===== src/l2c_pkg.sv =====
package l2c_pkg;

  // ************************************************************
  // Register number and field positions
  // ************************************************************
  localparam logic [9:0]  L2C_SPR_NUM        = 10'h3f9;
  localparam int          L2C_ENABLE_BIT     = 0;
  localparam int          L2C_RATIO_LSB      = 4;
  localparam int          L2C_RATIO_MSB      = 6;
  localparam int          L2C_DATA_ONLY_BIT  = 9;
  localparam int          L2C_INVAL_BIT      = 10;
  localparam int          L2C_LOWPWR_BIT     = 11;
  localparam int          L2C_WT_BIT         = 12;
  localparam int          L2C_TS_BIT         = 13;
  localparam int          L2C_HOLD_LSB       = 14;
  localparam int          L2C_HOLD_MSB       = 15;
  localparam int          L2C_DLL_SLOW_BIT   = 16;
  localparam int          L2C_DIFF_CLK_BIT   = 17;
  localparam int          L2C_DLL_BYP_BIT    = 18;
  localparam int          L2C_SPARE_LSB      = 19;
  localparam int          L2C_SPARE_MSB      = 30;
  localparam int          L2C_IP_BIT         = 31;
  localparam logic [31:0] L2C_CTRL_RESET     = 32'h0000_0000;

  // ************************************************************
  // Field encodings
  // ************************************************************
  localparam logic [1:0]  L2C_HOLD_0P5NS     = 2'h0;
  localparam logic [1:0]  L2C_HOLD_1P0NS     = 2'h1;
  localparam logic [2:0]  L2C_RATIO_OFF      = 3'h0;
  localparam logic [2:0]  L2C_RATIO_DIV1     = 3'h1;
  localparam logic [2:0]  L2C_RATIO_DIV1P5   = 3'h2;
  localparam logic [2:0]  L2C_RATIO_DIV2     = 3'h4;
  localparam logic [2:0]  L2C_RATIO_DIV2P5   = 3'h5;
  localparam logic [2:0]  L2C_RATIO_DIV3     = 3'h6;
  localparam int          L2C_TAG_ENTRIES    = 4096;

  // ************************************************************
  // Carriers
  // ************************************************************
  typedef struct packed {
    logic valid;
    logic from_icache;
    logic is_write;
    logic is_push;
    logic is_zero_block;
    logic single_beat_miss;
  } l2c_req_t;

  typedef struct packed {
    logic valid;
    logic bypass;
    logic l2_lookup;
    logic l2_write;
    logic mark_modified;
    logic mark_clean;
    logic invalidate_hit;
    logic bus_xfer;
    logic broadcast;
  } l2c_dec_t;

  typedef struct packed {
    logic       dll_slow;
    logic       dll_bypass;
    logic       hold_long;
    logic [1:0] output_hold_sel;
    logic [2:0] sram_clock_ratio;
  } l2c_phy_t;

endpackage


===== src/l2c_ctrl.sv =====
`timescale 1ns/1ps
module l2c_ctrl
  import l2c_pkg::*;
#(
  parameter int TAG_ENTRIES = L2C_TAG_ENTRIES
) (
  input  wire logic        clk,
  input  wire logic        rst_n,
  input  wire logic [9:0]  spr_num,
  input  wire logic        spr_wr,
  input  wire logic        spr_rd,
  input  wire logic [31:0] spr_wdata,
  output logic      [31:0] spr_rdata,
  output logic             spr_rd_valid,
  input  wire l2c_req_t    req,
  output l2c_dec_t         dec,
  input  wire logic        nap_mode,
  input  wire logic        sleep_mode,
  output logic             sram_sleep_out,
  output logic             tag_clr_valid,
  output logic      [$clog2(TAG_ENTRIES)-1:0] tag_clr_index,
  output l2c_phy_t         phy,
  output logic             sram_clock_out_a,
  output logic             sram_clock_out_b
);

  // ************************************************************
  // Derived sizes
  // ************************************************************
  // The sweep index is only as wide as the tag store needs, so a small tag count
  // gives a short sweep in simulation with the same logic as the full one.
  localparam int IW = $clog2(TAG_ENTRIES);
  localparam logic [IW-1:0] LAST_IDX = IW'(TAG_ENTRIES - 1);

  // ************************************************************
  // Control register
  // ************************************************************
  logic [30:0] ctrl_r;
  logic [30:0] ctrl_nxt;
  logic        ip_r;
  logic        ip_nxt;
  logic [IW-1:0] idx_r;
  logic [IW-1:0] idx_nxt;
  logic [31:0] rdata_r;
  logic [31:0] rdata_nxt;
  logic        rdv_r;
  logic        rdv_nxt;
  logic        wr_hit;
  logic        inval_start;

  // Only this register number is decoded; an invalidate request that lands while a
  // sweep already runs is stored but does not count as a new start.
  assign wr_hit      = spr_wr && (spr_num == L2C_SPR_NUM);
  assign inval_start = wr_hit && spr_wdata[L2C_INVAL_BIT] && !ip_r;

  // Bits 0 to 30 store what software writes, spare bits included; bit 31 is never stored.
  always_comb begin
    ctrl_nxt = ctrl_r;
    if (wr_hit) begin
      ctrl_nxt = spr_wdata[30:0];
    end
  end

  // The sweep walks one tag entry per cycle; a second invalidate request during a sweep
  // is ignored rather than restarting it, so the flag always falls on a full pass.
  always_comb begin
    ip_nxt  = ip_r;
    idx_nxt = idx_r;
    if (inval_start) begin
      ip_nxt  = 1'b1;
      idx_nxt = '0;
    end else if (ip_r) begin
      if (idx_r == LAST_IDX) begin
        ip_nxt  = 1'b0;
        idx_nxt = '0;
      end else begin
        idx_nxt = idx_r + IW'(1);
      end
    end
  end

  // Reads answer one cycle later; other register numbers belong to neighbours and get no answer.
  always_comb begin
    rdata_nxt = rdata_r;
    rdv_nxt   = 1'b0;
    if (spr_rd && (spr_num == L2C_SPR_NUM)) begin
      rdata_nxt = {ip_r, ctrl_r};
      rdv_nxt   = 1'b1;
    end
  end

  // Register stage for the control word, the sweep and the read answer. Reset is
  // synchronous, so the register is cleared only on a clock edge with reset low.
  always_ff @(posedge clk) begin
    if (!rst_n) begin
      ctrl_r  <= L2C_CTRL_RESET[30:0];
      ip_r    <= 1'b0;
      idx_r   <= '0;
      rdata_r <= L2C_CTRL_RESET;
      rdv_r   <= 1'b0;
    end else begin
      ctrl_r  <= ctrl_nxt;
      ip_r    <= ip_nxt;
      idx_r   <= idx_nxt;
      rdata_r <= rdata_nxt;
      rdv_r   <= rdv_nxt;
    end
  end

  // The tag clear strobe is the in-progress flag itself, so the tag array is swept in
  // exactly the cycles in which software reads bit 31 as set. The index is registered,
  // which keeps the long tag address lines off any combinational path.
  assign spr_rdata     = rdata_r;
  assign spr_rd_valid  = rdv_r;
  assign tag_clr_valid = ip_r;
  assign tag_clr_index = idx_r;

  // ************************************************************
  // Transaction steering
  // ************************************************************
  logic     en;
  logic     data_only;
  logic     wt;
  logic     ts;
  l2c_dec_t dec_r;
  l2c_dec_t dec_nxt;

  // Mode bits are read straight from the stored word; none of them needs a copy of its
  // own, since every decision below is registered once more on its way out.
  assign en        = ctrl_r[L2C_ENABLE_BIT];
  assign data_only = ctrl_r[L2C_DATA_ONLY_BIT];
  assign wt        = ctrl_r[L2C_WT_BIT];
  assign ts        = ctrl_r[L2C_TS_BIT];

  // The register value at the moment a request arrives decides it, so a write to the
  // enable bit first affects the request after the write. A sweep in progress also
  // forces bypass, since the tags are not trustworthy until it ends.
  always_comb begin
    dec_nxt       = '0;
    dec_nxt.valid = req.valid;
    if (req.valid) begin
      if (!en || ip_r || (data_only && req.from_icache)) begin
        dec_nxt.bypass    = 1'b1;
        dec_nxt.bus_xfer  = !req.is_zero_block;
        dec_nxt.broadcast = req.is_zero_block && !ts;
      end else if (req.is_push) begin
        if (ts) begin
          dec_nxt.l2_write   = 1'b1;
          dec_nxt.mark_clean = 1'b1;
        end else begin
          dec_nxt.bus_xfer       = 1'b1;
          dec_nxt.invalidate_hit = 1'b1;
        end
      end else if (req.is_zero_block) begin
        dec_nxt.l2_lookup = 1'b1;
        dec_nxt.broadcast = !ts;
      end else if (req.is_write) begin
        dec_nxt.l2_write      = 1'b1;
        dec_nxt.mark_clean    = wt;
        dec_nxt.mark_modified = !wt;
        dec_nxt.bus_xfer      = wt || (req.single_beat_miss && !ts);
        // Test support outranks write-through for a single-beat store miss.
        if (req.single_beat_miss && ts) begin
          dec_nxt.bus_xfer = 1'b0;
        end
      end else begin
        dec_nxt.l2_lookup = 1'b1;
      end
    end
  end

  // The decision is registered, so every request is answered exactly one cycle later
  // and the answer holds for that one cycle only.
  always_ff @(posedge clk) begin
    if (!rst_n) begin
      dec_r <= '0;
    end else begin
      dec_r <= dec_nxt;
    end
  end

  // Decision out to the cache datapath.
  assign dec = dec_r;

  // ************************************************************
  // Low power, physical options and SRAM clock
  // ************************************************************
  logic     sleep_r;
  logic     sleep_nxt;
  l2c_phy_t phy_r;
  l2c_phy_t phy_nxt;

  // Sleep follows the power modes only while automatic control is on.
  always_comb begin
    sleep_nxt = ctrl_r[L2C_LOWPWR_BIT] && (nap_mode || sleep_mode);
  end

  // Reserved hold codes fall back to the short hold, the safer choice for timing closure.
  always_comb begin
    phy_nxt.dll_slow         = ctrl_r[L2C_DLL_SLOW_BIT];
    phy_nxt.dll_bypass       = ctrl_r[L2C_DLL_BYP_BIT];
    phy_nxt.output_hold_sel  = ctrl_r[L2C_HOLD_MSB:L2C_HOLD_LSB];
    phy_nxt.hold_long        = (ctrl_r[L2C_HOLD_MSB:L2C_HOLD_LSB] == L2C_HOLD_1P0NS);
    phy_nxt.sram_clock_ratio = ctrl_r[L2C_RATIO_MSB:L2C_RATIO_LSB];
  end

  // Sleep and the physical options leave through flip-flops so that the pads see no
  // glitch while software rewrites the register.
  always_ff @(posedge clk) begin
    if (!rst_n) begin
      sleep_r <= 1'b0;
      phy_r   <= '0;
    end else begin
      sleep_r <= sleep_nxt;
      phy_r   <= phy_nxt;
    end
  end

  // Registered low-power and physical option outputs.
  assign sram_sleep_out = sleep_r;
  assign phy            = phy_r;

  // ************************************************************
  // SRAM clock outputs
  // ************************************************************
  // Cycle-level model of the SRAM clock: a phase accumulator adds two each core cycle and
  // toggles the output each time it passes twice the divide ratio. This gives the right
  // average edge rate for the half-step ratios, at the cost of uneven edge spacing.
  logic [3:0] step;
  logic [3:0] acc_r;
  logic [3:0] acc_nxt;
  logic       ca_r;
  logic       ca_nxt;
  logic       cb_r;
  logic       cb_nxt;

  // Twice the divide ratio; the reserved and off codes give zero, which stops A low (B high with
  // the differential bit set) rather than running the clock at a rate the SRAMs were never set up for.
  always_comb begin
    case (ctrl_r[L2C_RATIO_MSB:L2C_RATIO_LSB])
      L2C_RATIO_DIV1:   step = 4'h2;
      L2C_RATIO_DIV1P5: step = 4'h3;
      L2C_RATIO_DIV2:   step = 4'h4;
      L2C_RATIO_DIV2P5: step = 4'h5;
      L2C_RATIO_DIV3:   step = 4'h6;
      default:          step = 4'h0;
    endcase
  end

  always_comb begin
    acc_nxt = acc_r;
    ca_nxt  = ca_r;
    if (step == 4'h0) begin
      acc_nxt = 4'h0;
      ca_nxt  = 1'b0;
    end else if ((acc_r + 4'h2) >= step) begin
      acc_nxt = acc_r + 4'h2 - step;
      ca_nxt  = !ca_r;
    end else begin
      acc_nxt = acc_r + 4'h2;
    end
    cb_nxt = ctrl_r[L2C_DIFF_CLK_BIT] ? !ca_nxt : ca_nxt;
  end

  // Both clock outputs come from flip-flops, so B (the complement of A with the differential bit set, a copy of A otherwise)
  // changes in the same cycle as A and never lags it by a gate delay.
  always_ff @(posedge clk) begin
    if (!rst_n) begin
      acc_r <= 4'h0;
      ca_r  <= 1'b0;
      cb_r  <= 1'b0;
    end else begin
      acc_r <= acc_nxt;
      ca_r  <= ca_nxt;
      cb_r  <= cb_nxt;
    end
  end

  // Clock pair to the pads. A limitation: edges move on core clock edges only, so the
  // half-step ratios carry one core cycle of jitter.
  assign sram_clock_out_a = ca_r;
  assign sram_clock_out_b = cb_r;

endmodule


===== config.mk =====
export PLATFORM = sky130hd
export DESIGN_NAME = l2c_ctrl
export DESIGN_NICKNAME = d
export VERILOG_FILES = /design/src/l2c_pkg.sv /design/src/l2c_ctrl.sv
export SDC_FILE = /design/constraint.sdc
export NUM_CORES = 1
export LEC_CHECK = 0
export BUFFER_PORTS_ARGS = -buffer_cell sky130_fd_sc_hd__buf_2
export CORE_ASPECT_RATIO = 1.2
export CORE_MARGIN = 2
export CORE_UTILIZATION = 46
export DETAILED_ROUTE_END_ITERATION = 6
export PLACE_DENSITY = 0.76
export SLEW_MARGIN = 30
export SYNTH_ARGS = -nofsm -noshare
export SYNTH_HDL_FRONTEND = slang
export SYNTH_SLANG_ARGS = --single-unit

===== constraint.sdc =====
create_clock -name clk -period 5.65 [get_ports clk]
set_input_delay 0.565 -clock clk [delete_from_list [all_inputs] [get_ports clk]]
set_output_delay 0.565 -clock clk [all_outputs]
set_load 0.03 [all_outputs]

==> out/summary.log, run 1 <==
[synthesis] post-synthesis sequential element count 101
[synthesis] synthesis warning total 0
[drt] count of vias placed by the detailed router 2907
[sta] relative slew slack 0.422
[global_routing] residual overflow from global routing 0
[status] status finished, final reports clean
[pwr] leak pwr 2.55 nW
[pwr] peak supply drop 0.000207 V
[min_path] Worst Hold Path Cells 2
[worst_setup_path] R2R Setup Slk 3.07 ns
[sta] Min Hold Slack 0.427 ns
[global_routing] wire length of the first global-routing pass 13000 µm
[drt] mean routed wirelength per cell 12.8 µm
[sta] Sum Neg Setup Slack 0 ns
[floorplanning] Chip Height 104 µm
[drt] DRC 0
[cells_and_area] ratio of cells with drive above 1 in the final layout 0.290
[sta] maximum clock frequency 388 MHz
[worst_setup_path] arrival time reported for the critical path endpoint 2.87 ns
[sta] unrepaired setup endpoints after global routing no
[place] total of buffers placed on input and output ports 118
[drt] number of antenna-violating nets in the routed design 0
[clock_network] clock tree from TritonCTS done
[worst_setup_path] type of element capturing the critical path flip-flop
[clock_network] hold buffer count at CTS 0
[synthesis] synthesized netlist cell count 376
[synthesis] Avg Cell Area, Syn 10.3 µm²
[floorplanning] Row Count 36
[worst_setup_path] biggest fanout along the worst timing path 8
[clock_network] cell at the root of the clock tree sky130_fd_sc_hd__clkbuf_8
[clock_network] worst skew pair latency 0.36 ns
[worst_setup_path] number of cells on the worst reg-to-reg path 9
[pwr] total power after layout 1.19 mW
[global_routing] largest net degree at the start of global routing 40
[sta] part of the cycle the worst path needs 0.456
[sta] Final Skew 0.0112 ns
[sta] Finish-stage setup viols 0
[worst_setup_path] Worst Setup SP ctrl_r[4]$_SDFFE_PN0P_
[floorplanning] die area 9140 µm²
[drt] wire length reported by the detailed router 7820 µm
[synthesis] post-synth net total 436
[clock_network] number of H-tree branching levels 3
[min_path] Hold Startpoint nap_mode
[sta] transition time at the pin with the least slew margin 0.866 ns
[sta] minimum clock period 2.58 ns
[clock_network] Inserted Clock Buffers 9
[clock_network] Num Clock Sinks 101
[cells_and_area] layout overhead on the synthesized area 22.3%
[global_routing] GR Util All Layers 0.177
[synthesis] share of synthesized area occupied by flip-flops and latches 0.524
[place] Final GP Congestion 0.823
[place] hpwl dp 5630 µm
[global_routing] initial antenna violation count 0
[global_routing] via count of the first global-routing pass 2843
[synthesis] Cell Area, Synth 3860 µm²
[cells_and_area] Inserted Diodes 0
[synthesis] number of distinct library cells after synthesis 43
[cells_and_area] number of nets in the layout 552
[clock_network] post-CTS setup-driven buffer insertion count 0
[worst_setup_path] launch instance of the worst register-to-register path ctrl_r[4]$_SDFFE_PN0P_
[min_path] worst min-delay path endpoint sram_sleep_out$_SDFF_PN0_
[sta] number of max-slew violations in the final report 0
[min_path] HP Class input pin to flip-flop
[clock_network] post-CTS clock slew at the launch and capture registers of the worst setup and hold paths 0.10 ns
[drt] drt first pass iters 4
[drt] Initial DRC Count 87
[clock_network] CTS resizes 0
[pwr] Pwr per Cell Area 252 nW/µm²
[flow_run] Max-cap violations 0
[floorplanning] die extent in x 87.6 µm
[worst_setup_path] WP data required 5.94 ns
[floorplanning] core region area 8150 µm²
[sta] Final Hold Fails 0
[worst_setup_path] critical path class flip-flop to flip-flop
[worst_setup_path] end of the worst register-to-register path sram_clock_out_b$_SDFF_PN0_
[drt] drt via density 4.76
[clock_network] Max clock buf depth 2
[floorplanning] starting density of the core 0.473
[floorplanning] IO Count 120
[worst_setup_path] Setup crit start kind flip-flop
==> layer usage <==
| layer | vias up | part of all wire | GRT usage |
|---|---|---|---|
| met5 | - | 0 | 0 |
| met4 | 0 | 0.014 | 0.0626 |
| met3 | 10 | 0.047 | 0.0421 |
| met2 | 69 | 0.50 | 0.304 |
| met1 | 1332 | 0.44 | 0.212 |
| li1 | 1496 | - | - |
==> synth_stat cells <==
cell / n / area (µm²)
sky130_fd_sc_hd__a2111oi_0: 1 / 8.76
sky130_fd_sc_hd__a211oi_1: 1 / 7.51
sky130_fd_sc_hd__a211oi_4: 1 / 20.0
sky130_fd_sc_hd__a21boi_0: 1 / 7.51
sky130_fd_sc_hd__a21o_1: 1 / 7.51
sky130_fd_sc_hd__a21oi_1: 2 / 10.0
sky130_fd_sc_hd__a2bb2oi_1: 1 / 8.76
sky130_fd_sc_hd__a31o_2: 1 / 8.76
sky130_fd_sc_hd__a41o_1: 1 / 10.0
sky130_fd_sc_hd__and2_1: 9 / 56.3
sky130_fd_sc_hd__and3_1: 2 / 12.5
sky130_fd_sc_hd__and3b_1: 1 / 8.76
sky130_fd_sc_hd__and4_1: 2 / 17.5
sky130_fd_sc_hd__and4bb_2: 1 / 12.5
sky130_fd_sc_hd__buf_1: 1 / 3.75
sky130_fd_sc_hd__buf_4: 7 / 52.6
sky130_fd_sc_hd__clkbuf_1: 7 / 26.3
sky130_fd_sc_hd__dfxtp_1: 101 / 2020
sky130_fd_sc_hd__fa_1: 1 / 20.0
sky130_fd_sc_hd__ha_1: 5 / 62.6
sky130_fd_sc_hd__inv_1: 11 / 41.3
sky130_fd_sc_hd__mux2_1: 1 / 11.3
sky130_fd_sc_hd__mux2i_1: 67 / 671
sky130_fd_sc_hd__nand2_1: 12 / 45.0
sky130_fd_sc_hd__nand2b_1: 3 / 18.8
sky130_fd_sc_hd__nand3_1: 7 / 35.0
sky130_fd_sc_hd__nand3b_1: 3 / 22.5
sky130_fd_sc_hd__nand4_1: 4 / 25.0
sky130_fd_sc_hd__nand4_2: 1 / 12.5
sky130_fd_sc_hd__nand4_4: 1 / 21.3
sky130_fd_sc_hd__nor2_1: 86 / 323
sky130_fd_sc_hd__nor2b_1: 4 / 25.0
sky130_fd_sc_hd__nor2b_2: 1 / 8.76
sky130_fd_sc_hd__nor3_1: 3 / 15.0
sky130_fd_sc_hd__nor4b_1: 1 / 8.76
sky130_fd_sc_hd__o211a_1: 1 / 10.0
sky130_fd_sc_hd__o21ai_0: 5 / 25.0
sky130_fd_sc_hd__o22ai_1: 2 / 12.5
sky130_fd_sc_hd__o41ai_2: 1 / 16.3
sky130_fd_sc_hd__or3_1: 1 / 6.26
sky130_fd_sc_hd__or3b_1: 1 / 8.76
sky130_fd_sc_hd__xnor2_1: 4 / 35.0
sky130_fd_sc_hd__xor2_1: 9 / 78.8
==> layout by cell type, fill, tap and decap left out, drive strengths merged, types with 4 or more instances in the layout <==
cell type and instances:
xnor2 4, nand3 7, dfxtp 101, and2 9, inv 13, nand4 6
mux2i 67, nor2 86, nand2 12, clkbuf 10, nor2b 5, xor2 9
o21ai 5, buf 120, ha 5
==> cell type report <==
type / count / area (µm²)
Clock buffer: 10 / 138
Timing Repair Buffer: 120 / 606
Clock inverter: 6 / 56.3
Sequential cell: 101 / 2020
Multi-Input combinational cell: 249 / 1710
Fill cell: 727 / 3430
Tap cell: 114 / 143
Inverter: 11 / 41.3
==> logic make-up (layout without fill, tap and decap cells) <==
kind of cell,count (synthesis),count (layout),synth area share
buffers and inverters,26,147,0.0321
AND/OR/NAND/NOR,143,143,0.177
adder cells (fa/ha/maj),6,6,0.0214
AO/OA/AOI/OAI,19,19,0.0395
multiplexers,68,68,0.177
flip-flops,101,101,0.524
XOR/XNOR,13,13,0.0295
==> flip-flops by register name (all words and copies together) (netlist names) <==
name	flops
sram_clock_out_b	1
phy	8
tag_clr_valid	1
spr_rdata	32
dec	9
spr_rd_valid	1
sram_sleep_out	1
tag_clr_index	12
ctrl_r	31
sram_clock_out_a	1
acc_r	4
==> through the flow <==
| step | setup slack, ns | instances | area, µm² | util |
|---|---|---|---|---|
| after global placement | 3.19 | 595 | 4530 | 0.555 |
| after global routing | 2.90 | 611 | 4720 | 0.579 |
| after detailed placement | 3.07 | 595 | 4530 | 0.555 |
| after CTS | 3.05 | 611 | 4720 | 0.579 |
| final | 3.07 | 611 | 4720 | 0.579 |
| after floorplan | 3.35 | 376 | 3860 | - |
==> worst max-delay path: stages (launching register included) <==
cell	delay [ns]
sky130_fd_sc_hd__dfxtp_1	0.38
sky130_fd_sc_hd__nand2b_1	0.17
sky130_fd_sc_hd__o21ai_0	0.18
sky130_fd_sc_hd__ha_1	0.20
sky130_fd_sc_hd__inv_1	0.06
sky130_fd_sc_hd__fa_1	0.39
sky130_fd_sc_hd__a21o_1	0.20
sky130_fd_sc_hd__a211oi_4	0.45
sky130_fd_sc_hd__mux2i_1	0.29
sky130_fd_sc_hd__mux2i_1	0.19
==> worst max path at each step <==
stage	depth (start not counted)	end
floorplan	9	sram_clock_out_b$_SDFF_PN0_
global placement	9	sram_clock_out_b$_SDFF_PN0_
finish	9	sram_clock_out_b$_SDFF_PN0_
CTS	9	sram_clock_out_b$_SDFF_PN0_
detailed placement	9	sram_clock_out_b$_SDFF_PN0_
global route	9	sram_clock_out_b$_SDFF_PN0_
==> power breakdown <==
group          switching (mW)  leakage [nW]  internal [mW]
Sequential           0.000429         0.814          0.713
Combinational          0.0223          1.64         0.0174
Clock                   0.256        0.0965          0.181
Total                   0.279          2.55          0.911
Power figures use the tool's default switching activity.
==> run 2, diff against run 1 <==
==> constraint.sdc (replaced) <==
create_clock -name clk -period 2.4 [get_ports clk]
set_input_delay 0.24 -clock clk [delete_from_list [all_inputs] [get_ports clk]]
set_output_delay 0.24 -clock clk [all_outputs]
set_load 0.03 [all_outputs]
==> out/summary.log, run 2 (synthesis results as in run 1) <==
[floorplanning] die area 9140 µm² [unchanged]
[pwr] leak pwr 2.58 nW [was 2.55 nW]
[drt] Initial DRC Count 70 [was 87]
[drt] wire length reported by the detailed router 8290 µm [was 7820 µm]
[place] total of buffers placed on input and output ports 118 [unchanged]
[global_routing] GR Util All Layers 0.188 [was 0.177]
[cells_and_area] layout overhead on the synthesized area 23.5% [was 22.3%]
[pwr] peak supply drop 0.000438 V [was 0.000207 V]
[place] hpwl dp 5960 µm [was 5630 µm]
[clock_network] clock tree from TritonCTS done [unchanged]
[sta] minimum clock period 2.30 ns [was 2.58 ns]
[clock_network] Num Clock Sinks 101 [unchanged]
[drt] DRC 0 [unchanged]
[clock_network] number of H-tree branching levels 3 [unchanged]
[cells_and_area] number of nets in the layout 558 [was 552]
[global_routing] largest net degree at the start of global routing 66 [was 40]
[sta] transition time at the pin with the least slew margin 0.657 ns [was 0.866 ns]
[sta] Finish-stage setup viols 0 [unchanged]
[worst_setup_path] arrival time reported for the critical path endpoint 2.54 ns [was 2.87 ns]
[cells_and_area] Final Core Density 0.585 [was 0.579]
[worst_setup_path] WP data required 2.64 ns [was 5.94 ns]
[sta] number of max-slew violations in the final report 0 [unchanged]
[sta] maximum clock frequency 435 MHz [was 388 MHz]
[cells_and_area] Inserted Diodes 0 [unchanged]
[clock_network] CTS resizes 0 [unchanged]
[global_routing] residual overflow from global routing 0 [unchanged]
[pwr] proportion of power drawn by flip-flops and latches 0.612 [was 0.600]
[min_path] HP Class input pin to flip-flop [unchanged]
[clock_network] post-CTS setup-driven buffer insertion count 0 [unchanged]
[cells_and_area] most used cells in the layout excluding fill and tap cells 118 x sky130_fd_sc_hd__buf_2, 99 x sky130_fd_sc_hd__dfxtp_1, 86 x sky130_fd_sc_hd__nor2_1 [was 118 x sky130_fd_sc_hd__buf_2, 101 x sky130_fd_sc_hd__dfxtp_1, 86 x sky130_fd_sc_hd__nor2_1]
[clock_network] Inserted Clock Buffers 9 [unchanged]
[cells_and_area] ratio of cells with drive above 1 in the final layout 0.302 [was 0.290]
[pwr] total power after layout 2.74 mW [was 1.19 mW]
[cells_and_area] area used by sequential logic in the layout 2020 µm² [about the same]
[floorplanning] IO Count 120 [unchanged]
[clock_network] worst skew pair latency 0.36 ns [about the same]
[worst_setup_path] Setup crit start kind flip-flop [unchanged]
[place] Setup WS pre-CTS 0.0410 ns [was 3.07 ns]
[drt] mean routed wirelength per cell 13.4 µm [was 12.8 µm]
[global_routing] wire length of the first global-routing pass 13700 µm [was 13000 µm]
[floorplanning] Chip Height 104 µm [unchanged]
[clock_network] post-CTS clock slew at the launch and capture registers of the worst setup and hold paths 0.10 ns [about the same]
[floorplanning] starting density of the core 0.473 [unchanged]
[drt] count of vias placed by the detailed router 3009 [was 2907]
[pwr] Logic pwr share 0.034 [was 0.033]
[worst_setup_path] critical path class flip-flop to flip-flop [unchanged]
[place] Final GP Congestion 0.842 [was 0.823]
[sta] post-layout worst setup margin 0.0995 ns [was 3.07 ns]
[cells_and_area] area occupied by multi-input gates 1720 µm² [was 1710 µm²]
[sta] Final Hold Fails 0 [unchanged]
[clock_network] hold buffer count at CTS 0 [unchanged]
[sta] Final Skew 0.0110 ns [was 0.0112 ns]
[cells_and_area] leading cell type in the layout, fill and taps excluded sky130_fd_sc_hd__buf_2 [unchanged]
[sta] relative slew slack 0.562 [was 0.422]
[floorplanning] Row Count 36 [unchanged]
[pwr] clock share of power 0.354 [was 0.367]
[cells_and_area] fill cell instance count of the final layout 709 [was 727]
[pwr] switching part of the total power 0.233 [was 0.234]
[global_routing] initial antenna violation count 0 [unchanged]
[global_routing] via count of the first global-routing pass 3027 [was 2843]
[floorplanning] die extent in x 87.6 µm [unchanged]
[pwr] Pwr per Cell Area 576 nW/µm² [was 252 nW/µm²]
[worst_setup_path] biggest fanout along the worst timing path 6 [was 8]
[pwr] net switching power of the design 640 µW [was 279 µW]
[status] status finished, final reports clean [unchanged]
[sta] part of the cycle the worst path needs 0.959 [was 0.456]
[flow_run] Max-cap violations 0 [unchanged]
[clock_network] cell at the root of the clock tree sky130_fd_sc_hd__clkbuf_8 [unchanged]
[sta] Sum Neg Setup Slack 0 ns [unchanged]
[floorplanning] core region area 8150 µm² [unchanged]
[pwr] design internal power 2.10 mW [was 911 µW]
[drt] drt first pass iters 4 [unchanged]
[worst_setup_path] type of element capturing the critical path flip-flop [unchanged]
[drt] number of antenna-violating nets in the routed design 0 [unchanged]
[clock_network] Max clock buf depth 2 [unchanged]
[cells_and_area] max FFs per register 32 [unchanged]
[drt] drt via density 4.88 [was 4.76]
[run 2: changes by cell type in the layout (fill, tap and decap cells not counted), moves of 2 or more]
cell	before	now
sky130_fd_sc_hd__dfxtp_2	0	2
sky130_fd_sc_hd__buf_4	2	6
sky130_fd_sc_hd__inv_8	2	0
sky130_fd_sc_hd__clkinv_4	3	1
sky130_fd_sc_hd__inv_6	0	2
sky130_fd_sc_hd__dfxtp_1	101	99
[run 2: layout make-up]
| type | count | area share |
|---|---|---|
| multi-input cells | 249 | 0.360 |
| clock buffers | 10 | 0.0268 |
| well taps | 114 | 0.0299 |
| repair buffers | 126 | 0.140 |
| inverters | 11 | 0.00866 |
| flip-flops and latches | 101 | 0.425 |
| clock inverters | 6 | 0.00971 |
[run 2: layer usage]
layer / track usage / part of all wire / routed length [µm]
met2: 0.318 / 0.50 / 4140
met3: 0.0556 / 0.050 / 416
met1: 0.222 / 0.43 / 3590
met5: 0 / 0 / 0
met4: 0.0648 / 0.017 / 140
[run 2: critical path, cell delays in order, from the launching register on]
cell and delay [ns]:
sky130_fd_sc_hd__dfxtp_2 0.35, sky130_fd_sc_hd__nand2b_1 0.15, sky130_fd_sc_hd__o21ai_1 0.14, sky130_fd_sc_hd__ha_2 0.21, sky130_fd_sc_hd__inv_1 0.06, sky130_fd_sc_hd__fa_1 0.40, sky130_fd_sc_hd__a21o_1 0.20, sky130_fd_sc_hd__a211oi_4 0.28
sky130_fd_sc_hd__buf_6 0.15, sky130_fd_sc_hd__mux2i_1 0.19, sky130_fd_sc_hd__nor2_1 0.06
[run 2: final timing paths]
kind | start | endpoint | slack [ns] | cells past startpoint
max | ctrl_r[4]$_SDFFE_PN0P_ | acc_r[1]$_SDFF_PP0_ | 0.1 | 10
min reg2reg | ctrl_r[15]$_SDFFE_PN0P_ | phy[5]$_SDFF_PN0_ | 0.46 | 1
max reg2reg | ctrl_r[4]$_SDFFE_PN0P_ | acc_r[1]$_SDFF_PP0_ | 0.1 | 10
min | nap_mode | sram_sleep_out$_SDFF_PN0_ | 0.10 | 2
[run 2: power groups by stage]
stage               clock (mW)  sequential, mW  combinational (mW)
detailed placement           0            1.72              0.0948
global placement             0            1.72              0.0934
CTS                       1.00            1.68              0.0951
global route              1.09            1.68               0.104
floorplan                    0            1.72              0.0323
finish                   0.972            1.68              0.0941
[run 2: through the flow]
step / cell area [µm²] / instances / hold slack (ns)
finish: 4770 / 617 / 0.105
floorplan: 3860 / 376 / 0.319
global placement: 4580 / 601 / 0.446
CTS: 4760 / 617 / 0.0855
global route: 4770 / 617 / 0.0762
detailed placement: 4580 / 601 / 0.448
